[config.mk]
export PLATFORM = sky130hd
export DESIGN_NAME = gns_net_gen
export DESIGN_NICKNAME = d
export VERILOG_FILES = /design/src/gns_pkg.sv /design/src/gns_net_gen.sv
export SDC_FILE = /design/constraint.sdc
export NUM_CORES = 1
export LEC_CHECK = 0
export ABC_AREA = 1
export BUFFER_PORTS_ARGS = -buffer_cell sky130_fd_sc_hd__buf_2
export CAP_MARGIN = 0
export CORE_UTILIZATION = 57
export DETAILED_ROUTE_END_ITERATION = 16
export PLACE_DENSITY = 0.82
export SLEW_MARGIN = 10
export SYNTH_ARGS = -nofsm -noshare
export SYNTH_HDL_FRONTEND = slang
export SYNTH_SLANG_ARGS = --single-unit
[constraint.sdc]
create_clock -name core_clk -period 3.5 [get_ports core_clk]
set_input_delay 0.35 -clock core_clk [delete_from_list [all_inputs] [get_ports core_clk]]
set_output_delay 0.35 -clock core_clk [all_outputs]
set_load 0.05 [all_outputs]
[src/gns_pkg.sv]
// shared types and constants for the growing net symbol generator
package gns_pkg;

    // ==========================================================
    // counter widths and fixed values
    localparam int          GNS_CNT_W       = 4;       // net-start counter width
    localparam logic [3:0]  GNS_START_TERM  = 4'hF;    // terminal count of net-start counter
    localparam logic [3:0]  GNS_START_BASE  = 4'h1;    // preset at zero return pairs
    localparam logic [3:0]  GNS_PAIR_MAX    = 4'h5;    // return-pair count that freezes height
    localparam logic [3:0]  GNS_PAIR_ZERO   = 4'h0;    // return-pair count after serve
    localparam logic [3:0]  GNS_SHOT_LEN    = 4'h4;    // return one-shot low time, cycles
    localparam logic [3:0]  GNS_SHOT_IDLE   = 4'h0;    // one-shot idle count

    // ==========================================================
    // beam position bits from the video timing counters
    typedef struct packed {
        logic vert_field_end;   // end of field marker
        logic vert_half_bit;    // low in top half, high in bottom half
        logic vert_dash_bit;    // dash cadence of the net
        logic horiz_half_bit;   // high from screen center onward
        logic horiz_fine_bit;   // fine horizontal clock bit
    } gns_timing_t;

    // play signals from serve and ball logic
    typedef struct packed {
        logic serve;            // high while ball is in play after a serve
        logic ball_motion;      // pulse on a return off a paddle
        logic ball_return;      // pulse on a ball return
    } gns_play_t;

    // net outputs, both active low
    typedef struct packed {
        logic net_video_n;      // dashed net video
        logic net_present_n;    // net presence toward out-of-bounds logic
    } gns_net_out_t;

    // complete block state
    typedef struct packed {
        gns_timing_t   tim_prev;              // last sample of timing bits
        gns_play_t     play_prev;             // last sample of play bits
        logic [3:0]    divider_start_counter; // counts toward net start
        logic          divider_enable_ff;     // net enable, cleared means preset
        logic          return_pair_ff;        // set at one-shot end, cleared by return
        logic [3:0]    return_pair_counter;   // completed return pairs
        logic [3:0]    return_oneshot;        // remaining one-shot cycles
        gns_net_out_t  out;                   // registered outputs
    } gns_state_t;

    // value after reset: outputs inactive high, net held off
    localparam gns_state_t GNS_STATE_RESET = '{
        tim_prev:              5'h00,
        play_prev:             3'h0,
        divider_start_counter: GNS_START_BASE,
        divider_enable_ff:     1'b0,
        return_pair_ff:        1'b0,
        return_pair_counter:   GNS_PAIR_ZERO,
        return_oneshot:        GNS_SHOT_IDLE,
        out:                   2'h3
    };

endpackage

[src/gns_net_gen.sv]
// growing dashed net symbol generator, single video clock
`timescale 1ns/1ps

// What this block does
// - serve rise clears return-pair counter
// - pair count zero loads 0001 in top half
// - bottom half: count up per dash-bit rise
// - net enable held off before terminal count
// - terminal count in bottom half stops, releases
// - enable sets on fine-bit rise, left half
// - enabled right half drives dashed low video
// - active-low presence indicator while net drawn
// - draw to field end, then reload
// - reload presets enable, ending net video
// - serve plus motion fires one-shot, sets pair-ff
// - return clears pair-ff, counter increments
// - top half presets from return-pair count
// - count 0101 holds pair-ff cleared
module gns_net_gen
    import gns_pkg::*;
#(
    parameter logic [3:0] SHOT_LEN = GNS_SHOT_LEN  // one-shot low time in cycles
)(
    // clock and reset
    input  wire logic         core_clk,
    input  wire logic         resetn,
    // beam position from timing counters
    input  wire gns_timing_t  timing,
    // serve and ball play signals
    input  wire gns_play_t    play,
    // net video and presence
    output      gns_net_out_t net_out,
    // current height step, for observation
    output      logic [3:0]   return_pair_count
);

    // ==========================================================
    // helpers

    // rising edge seen between two samples
    function automatic logic rose(input logic cur, input logic prev);
        rose = cur & ~prev;
    endfunction

    // start preset grows two steps per return pair
    function automatic logic [3:0] start_preset(input logic [3:0] pairs);
        start_preset = GNS_START_BASE + {pairs[2:0], 1'b0};
    endfunction

    // ==========================================================
    // state
    gns_state_t st_r;      // registered state
    gns_state_t st_nxt;    // next state
    logic       serve_up;  // serve rising this cycle
    logic       dash_up;   // dash bit rising
    logic       fine_up;   // fine bit rising
    logic       motion_up; // ball motion rising
    logic       return_up; // ball return rising
    logic       at_term;   // start counter finished
    logic       draw;      // net column region enabled

    // edge detection against the previous sample
    always_comb
    begin
        serve_up  = rose(play.serve, st_r.play_prev.serve);
        dash_up   = rose(timing.vert_dash_bit, st_r.tim_prev.vert_dash_bit);
        fine_up   = rose(timing.horiz_fine_bit, st_r.tim_prev.horiz_fine_bit);
        motion_up = rose(play.ball_motion, st_r.play_prev.ball_motion);
        return_up = rose(play.ball_return, st_r.play_prev.ball_return);
        at_term   = (st_r.divider_start_counter == GNS_START_TERM);
        draw      = st_r.divider_enable_ff & timing.horiz_half_bit;
    end

    // ==========================================================
    // next-state logic
    always_comb
    begin
        st_nxt           = st_r;
        st_nxt.tim_prev  = timing;
        st_nxt.play_prev = play;

        // net-start counter and enable flip-flop
        if (!timing.vert_half_bit)
        begin
            // top half: reload from pair count and hold net off
            st_nxt.divider_start_counter = start_preset(st_r.return_pair_counter);
            st_nxt.divider_enable_ff     = 1'b0;
        end
        else if (!at_term)
        begin
            // bottom half, still counting dash pulses
            if (dash_up)
                st_nxt.divider_start_counter = st_r.divider_start_counter + 4'h1;
            st_nxt.divider_enable_ff = 1'b0;
        end
        else if (fine_up && !timing.horiz_half_bit)
        begin
            // stopped at terminal, hold released; left half start
            st_nxt.divider_enable_ff = 1'b1;
        end

        // registered net outputs; enable stays until reload, so drawing runs to field end
        st_nxt.out.net_video_n   = ~(draw & timing.vert_dash_bit);
        st_nxt.out.net_present_n = ~draw;

        // return one-shot: countdown, trailing edge sets pair-ff
        if (st_r.return_oneshot != GNS_SHOT_IDLE)
        begin
            st_nxt.return_oneshot = st_r.return_oneshot - 4'h1;
            if (st_r.return_oneshot == 4'h1 && !st_r.return_pair_ff)
                st_nxt.return_pair_ff = 1'b1;
        end
        else if (play.serve && motion_up)
        begin
            st_nxt.return_oneshot = SHOT_LEN;
        end

        // next return ends the pair and bumps the counter
        if (return_up && st_r.return_pair_ff)
        begin
            st_nxt.return_pair_ff      = 1'b0;
            st_nxt.return_pair_counter = st_r.return_pair_counter + 4'h1;
        end

        // at maximum height the pair-ff is pinned clear
        if (st_nxt.return_pair_counter == GNS_PAIR_MAX)
            st_nxt.return_pair_ff = 1'b0;

        // a new serve restores minimum height; wins over a same-cycle increment
        if (serve_up)
        begin
            st_nxt.return_pair_counter = GNS_PAIR_ZERO;
            st_nxt.return_pair_ff      = 1'b0;
        end
    end

    // ==========================================================
    // state register, synchronous reset
    always_ff @(posedge core_clk)
    begin
        if (!resetn)
            st_r <= GNS_STATE_RESET;
        else
            st_r <= st_nxt;
    end

    // outputs straight from flip-flops
    assign net_out           = st_r.out;
    assign return_pair_count = st_r.return_pair_counter;
endmodule

Word level (Yosys, flattened, before mapping) --
Index checks and enable logic that the tools add are counted.
Word-level totals: output and inout port bits 6, register bits after elaboration 21, logic and storage cells 57, bits of input ports 10
Cells by class: mux-type cells 8, equality and inequality tests 5, bitwise operators 15, reductions and logical operators 13, add/subtract/negate cells 4
Operators by type and width (count):
- $mux W4 | 5
- $add A4 B1 Y4 const B | 2
- $not A1 Y1 | 8
- $and A1 B1 Y1 | 7
- $mux W5 | 1
- $add A1 B4 Y4 const A | 1
- $eq A4 B1 Y1 const B | 1
- $eq A4 B3 Y1 const B | 1
- $eq A4 B4 Y1 const B | 1
- $logic_and A1 B1 Y1 | 4
- $reduce_and A2 Y1 | 2
- $reduce_bool A4 Y1 | 1
- $reduce_or A4 Y1 | 1
- $sub A4 B1 Y4 const B | 1
- $reduce_and A3 Y1 | 1
- $logic_not A1 Y1 | 2
- $mux W1 | 2
- $ne A2 B1 Y1 const B | 1
- $ne A2 B2 Y1 const B | 1
- $reduce_bool A2 Y1 | 1
- $reduce_or A2 Y1 | 1

Logic depth before layout (Yosys ltp) --
Gate-level depths: netlist (run 1).
depth after elaboration 6, mapped depth 8, depth with buffers taken out 8

Least setup slack after synthesis (run 1) --
Ideal clock, no wire load.
path type reg2reg, start reg st_r, in the netlist return_pair_count[1], end reg st_r[10] (netlist name), clock period less this slack 1125 ps, slack 2375 ps, path buffers 0, setup time 119 ps, cell stages (with the launch flop) 8, required time 3381 ps, arrival time 1007 ps, path through dfxtp_1 > ha_1 > nand4_1 > nand2_1 > nor2_1 > nand2_1 > nor2_2 > nor2_2
Between the ends: longest elaborated chain between the ends 4
Ends and longest elaborated chain:
- start: declaration | line gns_net_gen.sv:52 | gns_state_t st_r;
- start signal: assignment | line gns_net_gen.sv:144 | st_r <= st_nxt;
- $add A4 B1 Y4 | line gns_net_gen.sv:122 | st_nxt.return_pair_counter = st_r.return_pair_counter + 4'h1;
- $mux W4 (*) | line gns_net_gen.sv:119 | if (return_up && st_r.return_pair_ff)
- $eq A4 B3 Y1 (*) | line gns_net_gen.sv:126 | if (st_nxt.return_pair_counter == GNS_PAIR_MAX)
- $reduce_or A4 Y1 (no source line) (*)
Every way passes the cells marked *; elsewhere a longest branch is shown, timed or not. A chain may end at the register's enable or synchronous reset.

Final worst setup path (run 1) --
start reg st_r, in the netlist return_pair_count[1], end out return_pair_count[1]
RTL lines:
- end: declaration | line gns_net_gen.sv:34 | output logic [3:0] return_pair_count
No word-level cell between the ends.

==> metrics, run 1 <==
Wirelength per Cell=9.95 um; Placer Congestion=0.822; critical path type=reg2out; vias in the first global route=722; crit share post-route=38.3%; Slew Viols, Final=0; total CTS buffers=3; initial antenna violation count=0; FMAX=747 MHz; Pwr per Cell Area=450 mW/mm^2; mapped cell area=982 sq um; hold path depth=3; First-pass DRT Iterations=11; diode count=0; Die Span X=43.5 um; die area=0.00189 sq mm; Max rail drop VDD=369 uV; Post-CTS Repair Setup Buffers=0; hold_sp=timing[0]; Yosys cell types=25; post-route core utilization=67.3%; die height=43.5 um; post-CTS sizing=0; Slew @ Worst Pin=0.371 ns; Port Buffers=14; Clock Pin Slew Worst Setup and Hold Paths=0.11 ns; core area=0.00156 sq mm; FILL cells=147; Post-layout nets=153; Crit Reg-Reg Endpoint=st_r[10]$_SDFFE_PP0P_; sequential-to-total area share from yosys stat=42.8%; Syn-to-layout area delta=6.75%; Worst EP arrival=0.99 ns; proportion of layout cells with a drive suffix above 1=18.6%; H-tree depth=1; post-synth net total=141; Clock Skews=0.00233 ns; 1st-iter DRT viols=16; clk root buf=clkbuf_4; Leakage Power=0.547 nW; crit-path leading delay family=flip-flops; worst path cell trace=buf_2; Tmin final=1.34 ns; Routed Antenna Nets=0; worst-path maximum fanout=5; Worst Reg-to-Reg Cells=7; post-DP HPWL=1230 um; WHS Endpoint=st_r[19]$_SDFF_PN0_; maximum buffer depth of the clock tree=2; failing checks=DRC; Non-Filler Instances=156; final setup fails=0; syn_area_per_cell=7.61 sq um; DR vias=772; Rows=14; clk_lat worst skew=0.29 ns; WL final=1550 um; grt total ovfl=0; type of the tightest min-delay check=in2reg; I/O pin count=16; Max Cap Viol=0; FF-to-FF Start=return_pair_count[1]$_SDFF_PP0_; final hold vios=0; placed insts=152; setup TNS=0 ns; CP Launch Type=flop; CP endpoint kind=output port; clock sink count=21; pin count of the biggest net entering global routing=13; CTS tree=yes; slew margin rel.=75.1%; all-layer global routing usage=19.5%; Syn Inst Count=129; status=finished, violations left; hold_buf cts=0; RSZ-0062 raised after global routing=no; first-pass GRT wire length=2830 um; register bit total from synthesis=21; CP max-delay cell=dfxtp_1; Via-to-Cell Ratio=4.95; delay of the slowest critical-path stage=0.41 ns; Buf+Inv Stages, Crit Path=1; YS warnings=0; initial core utilization=63.0%; Crit path required time=3.15 ns; worst reg2reg setup slack=2.25 ns; # DRC=2
through the flow:
step / total power, mW / instance area, sq um / hold slack [ns] / worst slack, ns
finish: 0.472 / 1050 / 0.244 / 2.16
global route: 0.499 / 1050 / 0.247 / 2.12
CTS: 0.476 / 1050 / 0.242 / 2.16
detailed placement: 0.367 / 1020 / 0.454 / 2.25
global placement: 0.362 / 1020 / 0.445 / 2.31
floorplan: 0.345 / 982 / 0.432 / 2.37
power breakdown:
group | internal (mW) | leakage (nW) | switching [mW] | total (mW)
registers | 0.260 | 0.172 | 0.0212 | 0.281
logic | 0.0336 | 0.361 | 0.0467 | 0.0803
clock network | 0.0442 | 0.0150 | 0.0667 | 0.111
total | 0.337 | 0.547 | 0.135 | 0.472
layer usage:
metal	up-vias	track usage, %	wire [um]
met5	-	0	0
met2	7	32.7	757
li1	423	-	-
met3	2	2.50	33
met1	340	25.6	751
met4	0	7.50	10
worst max-delay path by stage:
stage	startpoint	end	slack (ns)	depth (start not counted)
4_1_cts	return_pair_count[1]$_SDFF_PP0_	return_pair_count[1]	2.16	1
6_report	return_pair_count[1]$_SDFF_PP0_	return_pair_count[1]	2.16	1
3_3_place_gp	return_pair_count[1]$_SDFF_PP0_	st_r[10]$_SDFFE_PP0P_	2.31	7
2_1_floorplan	return_pair_count[1]$_SDFF_PP0_	st_r[10]$_SDFFE_PP0P_	2.37	7
5_1_grt	return_pair_count[2]$_SDFF_PP0_	return_pair_count[2]	2.12	1
3_5_place_dp	return_pair_count[1]$_SDFF_PP0_	st_r[10]$_SDFFE_PP0P_	2.25	7
kinds of logic after synthesis:
group | share of synthesized area [%]
AND/OR/NAND/NOR | 30.2
XOR/XNOR | 1.78
buffers and inverters | 13.4
flip-flops | 42.8
adder cells (fa/ha/maj) | 2.55
AO/OA/AOI/OAI | 9.30
final cells by class:
class | count | area, sq um | share of cell area, %
clock buffer | 4 | 26.3 | 2.51
tap | 16 | 20.0 | 1.91
timing repair buffer | 14 | 70.1 | 6.68
inverter | 18 | 81.3 | 7.76
multi-input combinational | 83 | 430 | 41.0
sequential | 21 | 420 | 40.1
synth_stat cells:
cell	number	area, sq um
nand3_1	4	20.0
o311a_1	1	10.0
clkinv_2	1	5.00
nand3b_1	1	7.51
nor2_1	9	33.8
nand3_4	1	17.5
nand4_1	3	18.8
ha_1	2	25.0
nor2_2	3	18.8
a21oi_2	1	8.76
inv_1	16	60.1
o21ai_0	4	20.0
dfxtp_1	21	420
buf_2	1	5.00
o31ai_1	1	7.51
nor3b_1	1	7.51
nand3_2	1	10.0
and3b_1	1	8.76
buf_4	6	45.0
nand2_4	1	11.3
inv_12	1	16.3
o21ai_1	3	15.0
a21oi_1	6	30.0
xor2_1	2	17.5
nand2_1	38	143
layout by cell type, fill, tap and decap left out, drive strengths merged, types with 2 or more instances in the layout:
master,count
dfxtp,21
clkbuf,4
nand4,3
buf,14
xor2,2
nand3,6
nor2,12
ha,2
a21oi,7
o21ai,7
nand2,39
inv,17
registers in the layout, summed over array words and instances (netlist names):
register	flops
return_pair_count	4
st_r	15
net_out	2
No activity file was read; power rests on OpenSTA's default activity.
==> run 2, diff against run 1 <==
--- a/config.mk
+++ b/config.mk
@@ -8,9 +8,9 @@
 export ABC_AREA = 1
 export BUFFER_PORTS_ARGS = -buffer_cell sky130_fd_sc_hd__buf_2
 export CAP_MARGIN = 0
-export CORE_UTILIZATION = 57
+export CORE_UTILIZATION = 48
 export DETAILED_ROUTE_END_ITERATION = 16
-export PLACE_DENSITY = 0.82
+export PLACE_DENSITY = 0.74
 export SLEW_MARGIN = 10
 export SYNTH_ARGS = -nofsm -noshare
 export SYNTH_HDL_FRONTEND = slang
==> constraint.sdc (replaced) <==
create_clock -name core_clk -period 1.15 [get_ports core_clk]
set_input_delay 0.115 -clock core_clk [delete_from_list [all_inputs] [get_ports core_clk]]
set_output_delay 0.115 -clock core_clk [all_outputs]
set_load 0.05 [all_outputs]
==> metrics, run 2 (same netlist as run 1, synthesis figures left out) <==
status=finished, violations left; failing checks=setup timing; Slew @ Worst Pin=0.284 ns; Worst EP arrival=1.38 ns; initial core utilization=54.0%; FMAX=847 MHz; Clock Skews=0.00338 ns; all-layer global routing usage=18.1%; CTS tree=yes; post-route design area=0.00116 sq mm; die area=0.00223 sq mm; max reg flops=15; maximum buffer depth of the clock tree=2; Flop pwr share=58.2%; Top reg by flops=st_r; 1st-iter DRT viols=10; WL final=1720 um; Routed Antenna Nets=0; first-pass GRT wire length=2830 um; clk_lat worst skew=0.30 ns; Pwr per Cell Area=1270 mW/mm^2; clk root buf=clkbuf_4; placed inst area=0.00107 sq mm; vias in the first global route=747; pin count of the biggest net entering global routing=13; Syn-to-layout area delta=18.3%; die height=47.2 um; Leakage Power=0.583 nW; diode count=0; part of the power in combinational logic=18.5%; Clock power frac=23.3%; Tmin final=1.18 ns; initial antenna violation count=0; crit share post-route=103%; final hold vios=0; dpl ws=-0.0222 ns; Placer Congestion=0.818; Max rail drop VDD=913 uV; Port Buffers=14; DR vias=817; CP endpoint kind=flop; commonest non-fill, non-tap cell in the layout=nand2_1; commonest cells after routing, fill and taps aside=nand2_1 (38), inv_1 (15), dfxtp_1 (15); setup ws final=-0.0303 ns; CP Launch Type=flop; final setup fails=1; cell-internal power=1.04 mW; core area=0.00182 sq mm; I/O pin count=16; Slew Viols, Final=0; post-DP HPWL=1290 um; Die Span X=47.2 um; Rows=15; type of the tightest min-delay check=in2reg; proportion of layout cells with a drive suffix above 1=28.6%; H-tree depth=1; Switching Fraction=29.0%; Crit path required time=1.35 ns; First-pass DRT Iterations=4; total CTS buffers=3; Max Cap Viol=0; Via-to-Cell Ratio=4.75; # DRC=0; Post-layout nets=160; critical path type=reg2reg; FILL cells=181; grt total ovfl=0; setup TNS=-0.0303 ns; RSZ-0062 raised after global routing=yes; Wirelength per Cell=10.0 um; slew margin rel.=81.1%; Net Switching=0.426 mW; worst-path maximum fanout=2; Clock Pin Slew Worst Setup and Hold Paths=0.11 ns; clock sink count=21
==> run 2: cell count changes in the layout (fill, tap and decap cells not counted), moves of 2 or more <==
cell           before  now
dfxtp_2             0    6
buf_4               0    5
dlygate4sd3_1       0    2
buf_2              14   12
dfxtp_1            21   15
==> run 2: routing by layer <==
metal / up-vias / part of all wire (%) / track usage (%)
li1: 439 / - / -
met4: 0 / 0.70 / 8.57
met5: - / 0 / 0
met2: 7 / 51 / 32.6
met1: 369 / 47 / 20.8
met3: 2 / 1.6 / 2.31
==> run 2: power groups by stage <==
| stage | logic, mW | clock network [mW] | registers [mW] |
|---|---|---|---|
| floorplan | 0.193 | 0 | 0.857 |
| global placement | 0.251 | 0 | 0.864 |
| CTS | 0.266 | 0.365 | 0.852 |
| global route | 0.319 | 0.391 | 0.865 |
| finish | 0.271 | 0.343 | 0.857 |
| detailed placement | 0.257 | 0 | 0.867 |
==> run 2: final cells by class <==
type | instances | area, sq um | share of cell area, %
clock buffer | 3 | 22.5 | 1.94
clock inverter | 1 | 5.00 | 0.431
inverter | 18 | 81.3 | 7.00
multi-input combinational | 83 | 458 | 39.4
sequential | 21 | 428 | 36.8
tap | 25 | 31.3 | 2.69
timing repair buffer | 21 | 136 | 11.7
==> run 2: critical path: stages (launching register included) <==
cell and delay [ns]:
dfxtp_2 0.34, ha_1 0.28, nand4_1 0.10, nand2_1 0.06, nor2_1 0.08, nand2_1 0.07, nor2_2 0.12, nor2_2 0.03
==> run 2: worst paths after layout <==
check                                   from               endpoint  slack [ns]  cells past startpoint
min                                  play[1]    st_r[17]$_SDFF_PN0_        0.02                      3
max          return_pair_count[1]$_SDFF_PP0_  st_r[10]$_SDFFE_PP0P_       -0.03                      7
min reg2reg             st_r[5]$_SDFFE_PN0P_   st_r[5]$_SDFFE_PN0P_        0.48                      1
max reg2reg  return_pair_count[1]$_SDFF_PP0_  st_r[10]$_SDFFE_PP0P_       -0.03                      7
==> run 2: stage by stage <==
stage	cells	power [mW]	util (%)	hold slack (ns)
5_1_grt	172	1.58	63.8	0.0329
2_1_floorplan	129	1.05	-	0.208
3_3_place_gp	166	1.11	58.8	0.307
4_1_cts	172	1.48	61.9	0.00882
3_5_place_dp	166	1.12	58.8	0.309
6_report	172	1.47	63.8	0.0189
==> run 2: repair_timing <==
action                                  CTS  global route
pin swaps                                 1            10
endpoints found under the hold margin     2             0
gates resized for setup                   5            10
setup buffers                             0             0
hold buffers                              2             0
endpoints found under the setup margin    3             5
==> run 3, diff against run 2 <==
==> constraint.sdc (replaced) <==
create_clock -name core_clk -period 1.15 [get_ports core_clk]
set_input_delay 0.345 -clock core_clk [delete_from_list [all_inputs] [get_ports core_clk]]
set_output_delay 0.345 -clock core_clk [all_outputs]
set_load 0.02 [all_outputs]
==> metrics, run 3 (same netlist as run 1, synthesis figures left out) <==
crit share post-route=106%; Slew @ Worst Pin=0.260 ns; total CTS buffers=3; Crit path required time=0.81 ns; WHS Endpoint=st_r[19]$_SDFF_PN0_; first-pass GRT wire length=2950 um; Via-to-Cell Ratio=4.80; pin count of the biggest net entering global routing=13; proportion of layout cells with a drive suffix above 1=33.3%; Pwr per Cell Area=1190 mW/mm^2; critical path type=reg2out; WL final=1910 um; Rows=15; worst-path maximum fanout=2; Leakage Power=0.628 nW; setup ws final=-0.0741 ns; CP endpoint kind=output port; I/O pin count=16; Port Buffers=14; Tmin final=1.22 ns; Worst EP arrival=0.88 ns; all-layer global routing usage=19.2%; Max Cap Viol=0; Clock Skews=0.00286 ns; dpl ws=-0.0148 ns; Top reg by flops=st_r; Worst Reg-to-Reg Cells=7; Slew Viols, Final=0; failing checks=setup timing; total power=1.48 mW; maximum buffer depth of the clock tree=2; core area=0.00182 sq mm; Post-layout nets=166; clock sink count=21; Max rail drop VDD=878 uV; H-tree depth=1; Die Span X=47.2 um; commonest non-fill, non-tap cell in the layout=nand2_1; final hold vios=0; clk_lat worst skew=0.30 ns; Routed Antenna Nets=0; post-DP HPWL=1240 um; Clock Pin Slew Worst Setup and Hold Paths=0.12 ns; First-pass DRT Iterations=4; hold path depth=3; die height=47.2 um; Syn-to-layout area delta=26.6%; initial core utilization=54.0%; Sequential Area=429 sq um; CP Launch Type=flop; CTS tree=yes; FMAX=817 MHz; worst path cell trace=buf_6 > buf_6; status=finished, violations left; clk root buf=clkbuf_4; Crit Reg-Reg Endpoint=st_r[10]$_SDFFE_PP0P_; hold_ws=0.232 ns; FF-to-FF Start=return_pair_count[0]$_SDFF_PP0_; crit-path leading delay family=flip-flops; hold_sp=timing[0]; grt total ovfl=0; slew margin rel.=82.6%; final setup fails=3; RSZ-0062 raised after global routing=yes; hold_buf cts=0; max reg flops=15; delay of the slowest critical-path stage=0.34 ns; initial antenna violation count=0; CP max-delay cell=dfxtp_2; Multi-input gate area=460 sq um; vias in the first global route=725; Worst path most repeated cell=buf_6; Placer Congestion=0.834; diode count=0; # DRC=0; 1st-iter DRT viols=14; Wirelength per Cell=10.7 um; die area=0.00223 sq mm; commonest cells after routing, fill and taps aside=nand2_1 (37), inv_1 (16), dfxtp_1 (14); FILL cells=151; type of the tightest min-delay check=in2reg; worst reg2reg setup slack=-0.07 ns; DR vias=854; Buf+Inv Stages, Crit Path=2
-- run 3: worst max path at each step --
stage / start / end / slack (ns) / cells after the start
6_report: return_pair_count[0]$_SDFF_PP0_ / return_pair_count[0] / -0.07 / 2
3_5_place_dp: play[0] / st_r[10]$_SDFFE_PP0P_ / -0.01 / 8
5_1_grt: return_pair_count[0]$_SDFF_PP0_ / st_r[10]$_SDFFE_PP0P_ / -0.15 / 7
2_1_floorplan: return_pair_count[1]$_SDFF_PP0_ / st_r[10]$_SDFFE_PP0P_ / 0.02 / 7
3_3_place_gp: return_pair_count[0]$_SDFF_PP0_ / st_r[10]$_SDFFE_PP0P_ / 0.002 / 7
4_1_cts: return_pair_count[1]$_SDFF_PP0_ / return_pair_count[1] / -0.08 / 2
-- run 3: layout make-up --
class / instances / share of cell area (%)
Multi-Input combinational cell: 83 / 37.0
Sequential cell: 21 / 34.5
Timing Repair Buffer: 27 / 17.1
Inverter: 18 / 6.64
Tap cell: 25 / 2.52
Clock buffer: 3 / 1.81
Clock inverter: 1 / 0.402
-- run 3: per-layer routing --
layer	GRT usage, %	vias to the layer above	share of wire [%]
met4	8.57	0	0.63
li1	-	448	-
met1	23.9	391	44
met5	0	-	0
met2	32.9	13	53
met3	2.31	2	2.7
-- run 3: what timing repair did --
action,4_1_cts,5_1_grt
buffers inserted,6,1
gates resized for setup,12,16
setup endpoints to repair,5,12
hold endpoints to repair,0,0
pin swaps,7,10
-- run 3: power breakdown --
group	switching (mW)	internal, mW	total (mW)
combinational	0.149	0.127	0.276
sequential	0.0646	0.791	0.856
clock	0.219	0.129	0.349
-- run 3: stage by stage --
stage | TNS (ns) | utilization, % | cells | area [sq um]
2_1_floorplan | 0 | - | 129 | 982
3_3_place_gp | 0 | 59.2 | 167 | 1080
3_5_place_dp | -0.0148 | 59.2 | 167 | 1080
4_1_cts | -0.159 | 64.9 | 177 | 1180
5_1_grt | -0.481 | 68.3 | 178 | 1240
6_report | -0.212 | 68.3 | 178 | 1240
-- run 3: worst register-to-register path, stage by stage (launching register included) --
cell	delay, ns
dfxtp_2	0.35
buf_6	0.10
buf_6	0.09
nand4_1	0.14
o21ai_2	0.19
nand2_1	0.09
nor2_2	0.12
nor2_2	0.04
